## src/tcr_pkg.sv

```systemverilog
// tcr_pkg: constants and types for the capture/reload timer block
// assumes an apb master with 32-bit data; registers sit in the low byte
package tcr_pkg;

    // ------------------------------------------------------------
    // register indices (byte address is four times the index)
    // ------------------------------------------------------------
    localparam logic [7:0] IDX_CTL = 8'hC8;
    localparam logic [7:0] IDX_MODE = 8'hC9;
    localparam logic [7:0] IDX_RCL = 8'hCA;
    localparam logic [7:0] IDX_RCH = 8'hCB;
    localparam logic [7:0] IDX_CNTL = 8'hCC;
    localparam logic [7:0] IDX_CNTH = 8'hCD;
    localparam logic [7:0] IDX_CFG = 8'hCE;
    localparam logic [7:0] IDX_EVST = 8'hCF;
    localparam logic [7:0] IDX_EVMSK = 8'hD0;

    // ------------------------------------------------------------
    // field positions
    // ------------------------------------------------------------
    localparam int CTL_OVF = 7;
    localparam int CTL_EXT = 6;
    localparam int CTL_RXB = 5;
    localparam int CTL_TXB = 4;
    localparam int CTL_TEN = 3;
    localparam int CTL_RUN = 2;
    localparam int CTL_CT = 1;
    localparam int CTL_CP = 0;
    localparam int MODE_CRE = 3;
    localparam int MODE_DOWN_COUNT_ENABLE = 0;
    localparam int CFG_IRQEN = 0;
    localparam int CFG_FAST = 1;
    localparam int EV_OVF = 0;
    localparam int EV_TRIG = 1;
    localparam int EV_CAP = 2;
    localparam int EV_RLD = 3;
    localparam int EV_W = 4;

    // ------------------------------------------------------------
    // writable masks and reset values
    // ------------------------------------------------------------
    localparam logic [7:0] MODE_MASK = 8'h09;
    localparam logic [7:0] CFG_MASK = 8'h03;
    localparam logic [7:0] CTL_RST = 8'h00;
    localparam logic [7:0] MODE_RST = 8'h00;
    localparam logic [7:0] CFG_RST = 8'h00;
    localparam logic [15:0] CNT_RST = 16'h0000;
    localparam logic [15:0] CNT_TOP = 16'hFFFF;

    // ------------------------------------------------------------
    // timing: clocks per count step
    // ------------------------------------------------------------
    localparam logic [3:0] TICK_SLOW = 4'hC;
    localparam logic [3:0] TICK_FAST = 4'h4;
    localparam logic [3:0] TICK_BAUD = 4'h2;

    typedef struct packed {
        logic rx;
        logic tx;
    } tcr_baud_t;

    typedef struct packed {
        logic [7:0] ctl;
        logic [7:0] mode;
        logic [7:0] cfg;
        logic [15:0] rcap;
        logic [15:0] cnt;
        logic [EV_W-1:0] evst;
        logic [EV_W-1:0] evmsk;
        logic [3:0] pre;
        logic trig_prev;
        logic cin_prev;
        logic [7:0] rd;
        logic ready;
        logic slverr;
        logic timer_irq;
        logic event_irq;
        tcr_baud_t baud;
    } tcr_state_t;

endpackage

```

## src/tcr_timer.sv

```systemverilog
// tcr_timer: 16-bit capture/reload/baud timer with an apb register port
// assumes trigger_pin, count_input_pin and timer1_ovf are synchronous to pclk
`timescale 1ns/1ps

// Behaviour
// - overflow flag sets on overflow, and on count equal reload when counting down
// - hardware sets overflow flag only outside baud mode; software may set/clear
// - external flag sets on trigger falling edge or overflow per mode bits
// - external flag stays until cleared; software set also raises interrupt
// - receive baud select picks timer 1 overflow or this timer's overflow
// - transmit baud select picks timer 1 overflow or this timer's overflow
// - either baud select forces auto-reload baud mode, ignoring capture select
// - baud mode advances once every 2 clocks whatever counter select says
// - trigger ignored when disabled; else falling edge captures or reloads
// - clearing run stops counting and holds both count bytes
// - counter select zero counts clocks at fast- or slow-tick rate per config; one counts pin edges
// - reload mode reloads on overflow, and on trigger edge when enabled and running
// - capture mode copies count bytes into capture registers on trigger edge
// - capture-reset enable clears the counter right after a capture while running
// - down-count enable with trigger level sets direction in reload mode
// - capture registers hold captured count or the 16-bit reload value
// - timer interrupt raised only when timer interrupt enable is set
module tcr_timer #(
    parameter int unsigned ADDR_W = 12
) (
    input wire logic pclk,
    input wire logic presetn,
    input wire logic psel,
    input wire logic penable,
    input wire logic pwrite,
    input wire logic [ADDR_W-1:0] paddr,
    input wire logic [31:0] pwdata,
    input wire logic [3:0] pstrb,
    output logic [31:0] prdata,
    output logic pready,
    output logic pslverr,
    input wire logic trigger_pin,
    input wire logic count_input_pin,
    input wire logic timer1_ovf,
    output logic timer_irq,
    output logic event_irq,
    output tcr_pkg::tcr_baud_t baud_tick
);

    // ------------------------------------------------------------
    // elaboration check
    // ------------------------------------------------------------
    if (ADDR_W < 10) begin : g_chk
        $error("tcr_timer: ADDR_W below 10 cannot reach the register indices");
    end

    // ------------------------------------------------------------
    // address decode
    // ------------------------------------------------------------
    function automatic logic map_hit(input logic [ADDR_W-1:0] a);
        logic [7:0] i;
        i = a[9:2];
        map_hit = (a[1:0] == 2'h0) && ((a >> 10) == '0) &&
            (i >= tcr_pkg::IDX_CTL) && (i <= tcr_pkg::IDX_EVMSK);
    endfunction

    function automatic logic [7:0] map_idx(input logic [ADDR_W-1:0] a);
        map_idx = a[9:2];
    endfunction

    tcr_pkg::tcr_state_t s_q;
    tcr_pkg::tcr_state_t s_d;

    logic acc;
    logic wr;
    logic [7:0] widx;
    logic [7:0] wb;
    logic baud;
    logic run;
    logic down_count_enable;
    logic cap_mode;
    logic down;
    logic fall_trig;
    logic fall_cin;
    logic tick;
    logic adv;
    logic ovf_up;
    logic udf;
    logic ovf_evt;
    logic trig_act;
    logic trig_rld;
    logic ovf_rld;
    logic [3:0] period;

    localparam int EV_W_L = tcr_pkg::EV_W;

    logic [EV_W_L-1:0] ev;

    // ------------------------------------------------------------
    // next-state logic
    // ------------------------------------------------------------
    always_comb begin
        s_d = s_q;
        acc = psel && penable && s_q.ready;
        wr = acc && pwrite && pstrb[0] && map_hit(paddr);
        widx = map_idx(paddr);
        wb = pwdata[7:0];

        baud = s_q.ctl[tcr_pkg::CTL_RXB] || s_q.ctl[tcr_pkg::CTL_TXB];
        run = s_q.ctl[tcr_pkg::CTL_RUN];
        down_count_enable = s_q.mode[tcr_pkg::MODE_DOWN_COUNT_ENABLE];
        cap_mode = s_q.ctl[tcr_pkg::CTL_CP] && !baud;
        // direction only matters in plain auto-reload mode
        down = !baud && !cap_mode && down_count_enable && !trigger_pin;
        fall_trig = s_q.trig_prev && !trigger_pin;
        fall_cin = s_q.cin_prev && !count_input_pin;

        // prescaler: only runs while the timer runs; a stop clears it to zero
        if (baud) begin
            period = tcr_pkg::TICK_BAUD;
        end else if (s_q.cfg[tcr_pkg::CFG_FAST]) begin
            period = tcr_pkg::TICK_FAST;
        end else begin
            period = tcr_pkg::TICK_SLOW;
        end
        tick = run && (s_q.pre == 4'h0);
        if (!run) begin
            s_d.pre = 4'h0;
        end else if (tick) begin
            s_d.pre = 4'(period - 4'h1);
        end else begin
            s_d.pre = 4'(s_q.pre - 4'h1);
        end

        adv = run && ((baud || !s_q.ctl[tcr_pkg::CTL_CT]) ? tick : fall_cin);
        ovf_up = adv && !down && (s_q.cnt == tcr_pkg::CNT_TOP);
        udf = adv && down && (s_q.cnt == s_q.rcap);
        ovf_evt = ovf_up || udf;
        ovf_rld = ovf_up && !cap_mode;
        // with down counting active the pin steers direction, not reload
        trig_act = s_q.ctl[tcr_pkg::CTL_TEN] && !baud && fall_trig &&
            !(down_count_enable && !cap_mode);
        trig_rld = trig_act && !cap_mode && run;

        // counter
        if (adv) begin
            if (down) begin
                s_d.cnt = udf ? tcr_pkg::CNT_TOP : 16'(s_q.cnt - 16'h0001);
            end else if (ovf_up) begin
                s_d.cnt = cap_mode ? tcr_pkg::CNT_RST : s_q.rcap;
            end else begin
                s_d.cnt = 16'(s_q.cnt + 16'h0001);
            end
        end
        if (trig_rld) begin
            s_d.cnt = s_q.rcap;
        end
        if (trig_act && cap_mode) begin
            s_d.rcap = s_q.cnt;
            if (s_q.mode[tcr_pkg::MODE_CRE] && run) begin
                s_d.cnt = tcr_pkg::CNT_RST;
            end
        end

        // software writes win over hardware on data bytes
        if (wr) begin
            unique case (widx)
                tcr_pkg::IDX_CTL: s_d.ctl = wb;
                tcr_pkg::IDX_MODE: s_d.mode = wb & tcr_pkg::MODE_MASK;
                tcr_pkg::IDX_RCL: s_d.rcap[7:0] = wb;
                tcr_pkg::IDX_RCH: s_d.rcap[15:8] = wb;
                tcr_pkg::IDX_CNTL: s_d.cnt[7:0] = wb;
                tcr_pkg::IDX_CNTH: s_d.cnt[15:8] = wb;
                tcr_pkg::IDX_CFG: s_d.cfg = wb & tcr_pkg::CFG_MASK;
                tcr_pkg::IDX_EVST: s_d.evst = s_q.evst & ~wb[EV_W_L-1:0];
                tcr_pkg::IDX_EVMSK: s_d.evmsk = wb[EV_W_L-1:0];
                default: ;
            endcase
        end

        // hardware sets win over a same-cycle software clear
        if (ovf_evt && !baud) begin
            s_d.ctl[tcr_pkg::CTL_OVF] = 1'b1;
        end
        if (trig_act || (udf && down_count_enable) || (ovf_up && down_count_enable && !cap_mode && !baud)) begin
            s_d.ctl[tcr_pkg::CTL_EXT] = 1'b1;
        end

        ev = '0;
        ev[tcr_pkg::EV_OVF] = ovf_evt;
        ev[tcr_pkg::EV_TRIG] = trig_act;
        ev[tcr_pkg::EV_CAP] = trig_act && cap_mode;
        ev[tcr_pkg::EV_RLD] = ovf_rld || trig_rld;
        s_d.evst = s_d.evst | ev;

        // baud time-bases; the overflow pulse leaves one cycle later
        s_d.baud.rx = s_q.ctl[tcr_pkg::CTL_RXB] ? (ovf_up && baud) : timer1_ovf;
        s_d.baud.tx = s_q.ctl[tcr_pkg::CTL_TXB] ? (ovf_up && baud) : timer1_ovf;

        s_d.timer_irq = s_d.cfg[tcr_pkg::CFG_IRQEN] &&
            (s_d.ctl[tcr_pkg::CTL_OVF] || s_d.ctl[tcr_pkg::CTL_EXT]);
        s_d.event_irq = |(s_d.evst & s_d.evmsk);

        s_d.trig_prev = trigger_pin;
        s_d.cin_prev = count_input_pin;

        // apb: read data is sampled in the setup cycle, zero wait states
        s_d.ready = psel && !penable;
        s_d.slverr = psel && !penable && !map_hit(paddr);
        s_d.rd = 8'h00;
        if (psel && !penable && map_hit(paddr)) begin
            unique case (widx)
                tcr_pkg::IDX_CTL: s_d.rd = s_q.ctl;
                tcr_pkg::IDX_MODE: s_d.rd = s_q.mode;
                tcr_pkg::IDX_RCL: s_d.rd = s_q.rcap[7:0];
                tcr_pkg::IDX_RCH: s_d.rd = s_q.rcap[15:8];
                tcr_pkg::IDX_CNTL: s_d.rd = s_q.cnt[7:0];
                tcr_pkg::IDX_CNTH: s_d.rd = s_q.cnt[15:8];
                tcr_pkg::IDX_CFG: s_d.rd = s_q.cfg;
                tcr_pkg::IDX_EVST: s_d.rd = {4'h0, s_q.evst};
                tcr_pkg::IDX_EVMSK: s_d.rd = {4'h0, s_q.evmsk};
                default: s_d.rd = 8'h00;
            endcase
        end
    end

    // ------------------------------------------------------------
    // state register
    // ------------------------------------------------------------
    always_ff @(posedge pclk or negedge presetn) begin
        if (!presetn) begin
            s_q <= '0;
            s_q.ctl <= tcr_pkg::CTL_RST;
            s_q.mode <= tcr_pkg::MODE_RST;
            s_q.cfg <= tcr_pkg::CFG_RST;
            s_q.cnt <= tcr_pkg::CNT_RST;
            s_q.trig_prev <= 1'b1;
            s_q.cin_prev <= 1'b1;
        end else begin
            s_q <= s_d;
        end
    end

    assign prdata = {24'h000000, s_q.rd};
    assign pready = s_q.ready;
    assign pslverr = s_q.slverr;
    assign timer_irq = s_q.timer_irq;
    assign event_irq = s_q.event_irq;
    assign baud_tick = s_q.baud;
endmodule

```

## config.mk

```make
export PLATFORM = sky130hd
export DESIGN_NAME = tcr_timer
export DESIGN_NICKNAME = d
export VERILOG_FILES = /design/src/tcr_pkg.sv /design/src/tcr_timer.sv
export SDC_FILE = /design/constraint.sdc
export NUM_CORES = 1
export LEC_CHECK = 0
export BUFFER_PORTS_ARGS = -buffer_cell sky130_fd_sc_hd__buf_2
export CAP_MARGIN = 10
export CORE_ASPECT_RATIO = 1.75
export CORE_MARGIN = 2
export CORE_UTILIZATION = 45
export CTS_CLUSTER_DIAMETER = 80
export DETAILED_ROUTE_END_ITERATION = 10
export HOLD_SLACK_MARGIN = 0.1
export PLACE_DENSITY = 0.69
export SLEW_MARGIN = 10
export SYNTH_ARGS = -nofsm -noshare
export SYNTH_HDL_FRONTEND = slang
export SYNTH_SLANG_ARGS = --single-unit
```

## constraint.sdc

```tcl
create_clock -name pclk -period 1.9 [get_ports pclk]
set_input_delay 0.095 -clock pclk [delete_from_list [all_inputs] [get_ports pclk]]
set_output_delay 0.095 -clock pclk [all_outputs]
set_load 0.01 [all_outputs]
```

== Word level (Yosys, flattened, before mapping) ==
Index checks and enable logic that the tools add are counted.

* Logic and storage cells: 131
* Output and inout port bits: 38
* Register bits after elaboration: 72

* Reductions and logical operators: 62
* $add $sub $neg: 4
* $lt $le $gt $ge: 2
* Multiplexer cells: 29
* Bitwise logic cells: 4
* Eq/ne operators: 11

{| class="wikitable"
|+ Operators by type and width
! operator !! number
|-
| two-way mux 16 bit || 7
|-
| equality test 8 bit (second input constant) || 9
|-
| one-hot mux 8 bit (9 select lines) || 1
|-
| two-way mux 64 bit || 1
|-
| two-way mux 8 bit || 6
|-
| logical AND 1 bit || 39
|-
| two-way mux 32 bit || 1
|-
| two-way mux 4 bit || 7
|-
| adder 16 x 1 -> 16 bit (second input constant) || 1
|-
| equality test 16 bit || 1
|-
| equality test 16 bit (second input constant) || 1
|-
| subtractor 16 x 1 -> 16 bit (second input constant) || 1
|-
| logical NOT 12 bit || 1
|-
| logical NOT 1 bit || 9
|-
| AND 4 bit || 2
|-
| greater-or-equal comparator 8 bit (second input constant) || 1
|-
| <= comparator 8 bit (second input constant) || 1
|-
| subtractor 4 x 1 -> 4 bit (second input constant) || 2
|-
| logical OR 1 bit || 7
|-
| AND reduction 2 bit || 3
|-
| two-way mux 1 bit || 5
|-
| logical NOT 4 bit || 1
|-
| NOT 4 bit || 1
|-
| OR 4 bit || 1
|-
| 3 further kinds || 3
|}

== Longest topological paths before layout ==
* Depth after elaboration: 21
* Depth in mapped cells: 9
* Depth with buffers taken out: 9

== Least setup slack after synthesis ==
No wires, ideal clock.

* Path kind: reg2reg
* Start: reg s_q[29] (netlist name)
* End: reg s_q[33] (netlist name)
* Buffers on the path: 0
* Arrival: 1.984 ns
* Setup time: 0.067 ns
* Period minus slack after synthesis: 2.050 ns
* Path slack: -0.150 ns
* Stages on the path, launching flop included: 9
* Path through: dfrtp_1 -> ha_1 -> nand4_1 -> nor2_1 -> and4_1 -> mux2_2 -> a32oi_1 -> o2111ai_1 -> nand2_1

{| class="wikitable"
|+ RTL lines
! element !! line !! text
|-
| start: declaration || tcr_timer.sv:66 || <nowiki>tcr_pkg::tcr_state_t s_q;</nowiki>
|}

==> key figures <==
Outcome
  – Result of the run: complete, but fails checks
  – Failing checks: negative setup slack

Setup path
  – Startpoint of the worst-slack reg-to-reg timing path: s_q[32]
  – Capturing element type of the critical path: flop
  – Maximum fanout count along the critical path: 8
  – Worst Reg-to-Reg Cells: 8
  – Data arrival at the endpoint of the critical path: 2.59 ns
  – Capture instance of the worst register-to-register path: s_q[41]
  – Kind of start point of the critical path: flop
  – Register-to-Register Setup Slack: -0.41 ns
  – Category of the most critical setup path: flop to flop
  – Critical path startpoint: s_q[32]
  – Endpoint of the worst setup timing path: s_q[41]
  – Data required, critical path: 2.18 ns

Routing
  – Average detailed-routed wire length per instance: 22.19 um
  – Post-detailed-route DRC marker count: 0
  – Post-DRT Antenna Nets: 0
  – DRC marker count from the first detailed-route iteration: 433
  – Via-to-Cell Ratio: 6.097
  – Detailed-router iteration count before antenna repair: 5
  – Number of vias after detailed routing: 5493
  – Final WL: 20.00 mm

Synthesis
  – Mean Syn Cell Area: 9.154 um2
  – Portion of the post-synthesis area used by sequential elements: 33.69%
  – Post-synthesis register bit count: 72
  – Cells after synthesis: 585
  – Post-synthesis cell area: 5355 um2
  – Unique cell type count in the Yosys netlist: 85
  – Ys flop type: sky130_fd_sc_hd__dfrtp_1
  – Synth async-reset ratio: 100.0%
  – Largest cells by area after synthesis: sky130_fd_sc_hd__dfrtp_1, sky130_fd_sc_hd__buf_4, sky130_fd_sc_hd__mux2_2
  – Proportion of netlist area held by the largest area contributor: 32.71%
  – Post-synth EDFFs: 0
  – Synth area leader: sky130_fd_sc_hd__dfrtp_1
  – Yosys warning total: 0

Floorplan
  – Standard-cell row count: 52
  – Boundary pin count: 94
  – Core box area: 11580 um2
  – Vertical die dimension: 148.3 um
  – Area of the die: 12820 um2
  – Initial core utilization: 46.24%
  – Horiz. Die Dim: 86.47 um

GRT
  – Total routing resource utilization after global routing: 31.76%
  – First-pass GRT wire length: 30.92 mm
  – Initial antenna violation count: 0
  – Maximum number of pins on one net before global-route repair: 38
  – Remaining global-route overflow: 0
  – Number of global-route vias before repair: 5777

Finish
  – Fraction of layout instances using a drive strength above 1: 43.47%
  – Filler cells: 935
  – Final-stage net count: 820
  – Utilization of the core after routing: 64.07%
  – Area of the multi-input gates: 3401 um2
  – Sequential cell area: 1813 um2
  – Antenna cells: 0
  – Synthesis-to-finish area growth: 38.55%

STA
  – Fmax: 432.0 MHz
  – Total count of hold-check failures in the final report: 0
  – Slew at the pin with the worst max-slew slack: 0.5344 ns
  – # setup viols final: 24
  – Min Tclk post-route: 2.315 ns
  – Setup repair after global routing missed its margin: true
  – Total negative slack: -5.885 ns
  – Worst-case headroom to the max-slew limit: 64.37%
  – Post-route fraction of the period consumed by the critical path: 121.8%
  – Worst clock skew: 0.01035 ns
  – Pins over their slew limit: 0
  – Final worst setup slack: -0.4149 ns

Place
  – Post-DP HPWL: 14.93 mm
  – Port-buffer cells: 42
  – Routability congestion estimate: 1.050
  – Minimum setup slack after placement: -0.4692 ns

CTS
  – H-tree depth: 3
  – Clock tree sinks: 72
  – Clock-pin transition on the worst setup and hold timing paths: 0.06 ns
  – CTS tree: built
  – Clock network latency to the later pin of the worst-skew pair: 0.34 ns
  – CTS buffer count: 9
  – Clock root cell: sky130_fd_sc_hd__clkbuf_16
  – Clock Path Buffers: 2

Worst hold path
  – Cell count of the worst hold path: 3
  – Tightest Hold Check Type: input port to flop

Power and ir drop
  – Leakage power of the design: 3.462 nW
  – Power density normalized to cell area: 499.5 nW/um2
  – Max VDD drop: 0.5959 mV

Run
  – Number of violations of the max-capacitance limit: 0
[synthesized netlist by cell type, types with 6 or more instances]
cell type,count
sky130_fd_sc_hd__and3_1,9
sky130_fd_sc_hd__nand3_1,21
sky130_fd_sc_hd__a22oi_1,10
sky130_fd_sc_hd__and2_1,7
sky130_fd_sc_hd__inv_1,9
sky130_fd_sc_hd__nor3_1,6
sky130_fd_sc_hd__clkbuf_1,15
sky130_fd_sc_hd__nor2_1,48
sky130_fd_sc_hd__nor2b_1,10
sky130_fd_sc_hd__mux2_2,19
sky130_fd_sc_hd__buf_4,38
sky130_fd_sc_hd__o211ai_1,8
sky130_fd_sc_hd__dfrtp_1,70
sky130_fd_sc_hd__o21ai_0,16
sky130_fd_sc_hd__buf_2,14
sky130_fd_sc_hd__xor2_1,6
sky130_fd_sc_hd__xnor2_1,23
sky130_fd_sc_hd__mux2i_1,21
sky130_fd_sc_hd__nand4_1,9
sky130_fd_sc_hd__nand2_1,50
sky130_fd_sc_hd__a21oi_1,40
sky130_fd_sc_hd__a31oi_1,7
[power breakdown]
| group | switching [W] | leakage [nW] | internal (W) |
|---|---|---|---|
| Sequential | 0.0000292 | 0.938 | 0.00156 |
| Clock | 0.000658 | 0.145 | 0.00105 |
| Combinational | 0.000245 | 2.38 | 0.000168 |
| Total | 0.000932 | 3.46 | 0.00277 |
[registers in the layout, summed over array words and instances (netlist names)]
name and flops:
run 1, baud_tick 2, prdata 8, pready 1, down_count_enable 1, timer_irq 1, s_q 56, event_irq 1
pslverr 1
[kinds of logic after synthesis]
| family | Yosys count | synth area share, % |
|---|---|---|
| DFF | 72 | 33.69 |
| adders and majority gates | 3 | 0.7010 |
| muxes | 41 | 8.341 |
| xor gates and xnor gates | 29 | 4.743 |
| buffers and inverters | 84 | 10.23 |
| and+or+nand+nor | 217 | 23.78 |
| other | 1 | 0.07003 |
| AOI/OAI and AO/OA | 138 | 18.43 |
[final cells by class]
class,instances,area share (%)
Multi-Input combinational cell,452,45.83
Sequential cell,72,24.44
Timing Repair Buffer,217,22.97
Clock buffer,11,3.272
Tap cell,135,2.277
Clock inverter,5,0.7589
Inverter,9,0.4553
[metal layers]
metal | up-vias | share of wire [%] | track usage [%]
li1 | 2444 | - | -
met1 | 2633 | 34 | 33.93
met2 | 300 | 51 | 53.04
met3 | 116 | 5.6 | 4.606
met4 | 0 | 9.7 | 28.05
met5 | - | 0 | 0
[worst min path at each step]
stage | startpoint | end | slack, ns
detailed placement | presetn | baud_tick[1] | 0.11
global placement | presetn | baud_tick[1] | 0.11
floorplan | presetn | baud_tick[0] | -0.20
global route | pwdata[5] | s_q[49] | 0.14
finish | pwdata[5] | s_q[49] | 0.13
CTS | pwdata[5] | s_q[49] | 0.11
[cell usage in the layout, fill, tap and decap left out, types with 6 or more instances in the layout]
master	instances
sky130_fd_sc_hd__o21ai_0	15
sky130_fd_sc_hd__nand4_1	9
sky130_fd_sc_hd__nor2_1	45
sky130_fd_sc_hd__a21oi_1	38
sky130_fd_sc_hd__nand3_1	18
sky130_fd_sc_hd__and3_1	7
sky130_fd_sc_hd__mux2i_1	21
sky130_fd_sc_hd__xor2_1	6
sky130_fd_sc_hd__buf_6	18
sky130_fd_sc_hd__conb_1	24
sky130_fd_sc_hd__and2_1	6
sky130_fd_sc_hd__dfrtp_1	63
sky130_fd_sc_hd__buf_12	7
sky130_fd_sc_hd__o211ai_1	8
sky130_fd_sc_hd__a22oi_1	8
sky130_fd_sc_hd__buf_4	144
sky130_fd_sc_hd__clkbuf_16	9
sky130_fd_sc_hd__buf_2	41
sky130_fd_sc_hd__dfrtp_2	7
sky130_fd_sc_hd__xnor2_1	18
sky130_fd_sc_hd__mux2_2	16
sky130_fd_sc_hd__nand2_1	47
sky130_fd_sc_hd__nor3_4	6
sky130_fd_sc_hd__dlygate4sd3_1	6
sky130_fd_sc_hd__nor2b_1	9
sky130_fd_sc_hd__inv_1	9
sky130_fd_sc_hd__a31oi_1	6
[through the flow]
step | instance area, um2 | std cells | hold slack (ns) | total power (W)
5_1_grt | 7420 | 901 | 0.1368 | 0.003802
2_1_floorplan | 5489 | 608 | -0.2006 | 0.001823
3_5_place_dp | 6524 | 859 | 0.1098 | 0.001983
6_report | 7420 | 901 | 0.1283 | 0.003706
3_3_place_gp | 6524 | 859 | 0.1071 | 0.001975
4_1_cts | 7114 | 891 | 0.1121 | 0.003699
[worst max-delay path, stage by stage (launching register included)]
cell                        delay, ns
sky130_fd_sc_hd__dfrtp_2         0.47
sky130_fd_sc_hd__xnor2_4         0.25
sky130_fd_sc_hd__nand4_1         0.20
sky130_fd_sc_hd__nor4_2          0.38
sky130_fd_sc_hd__buf_4           0.21
sky130_fd_sc_hd__nor3_4          0.05
sky130_fd_sc_hd__buf_6           0.15
sky130_fd_sc_hd__a2111oi_2       0.37
sky130_fd_sc_hd__nand3b_1        0.16
[what timing repair did]
item	CTS	global route
setup endpoints to repair	25	27
pin swaps	17	17
buffers inserted	10	11
gates resized for setup	31	54
hold buffers	6	0
hold endpoints to repair	39	0
Power figures use the tool's default switching activity.
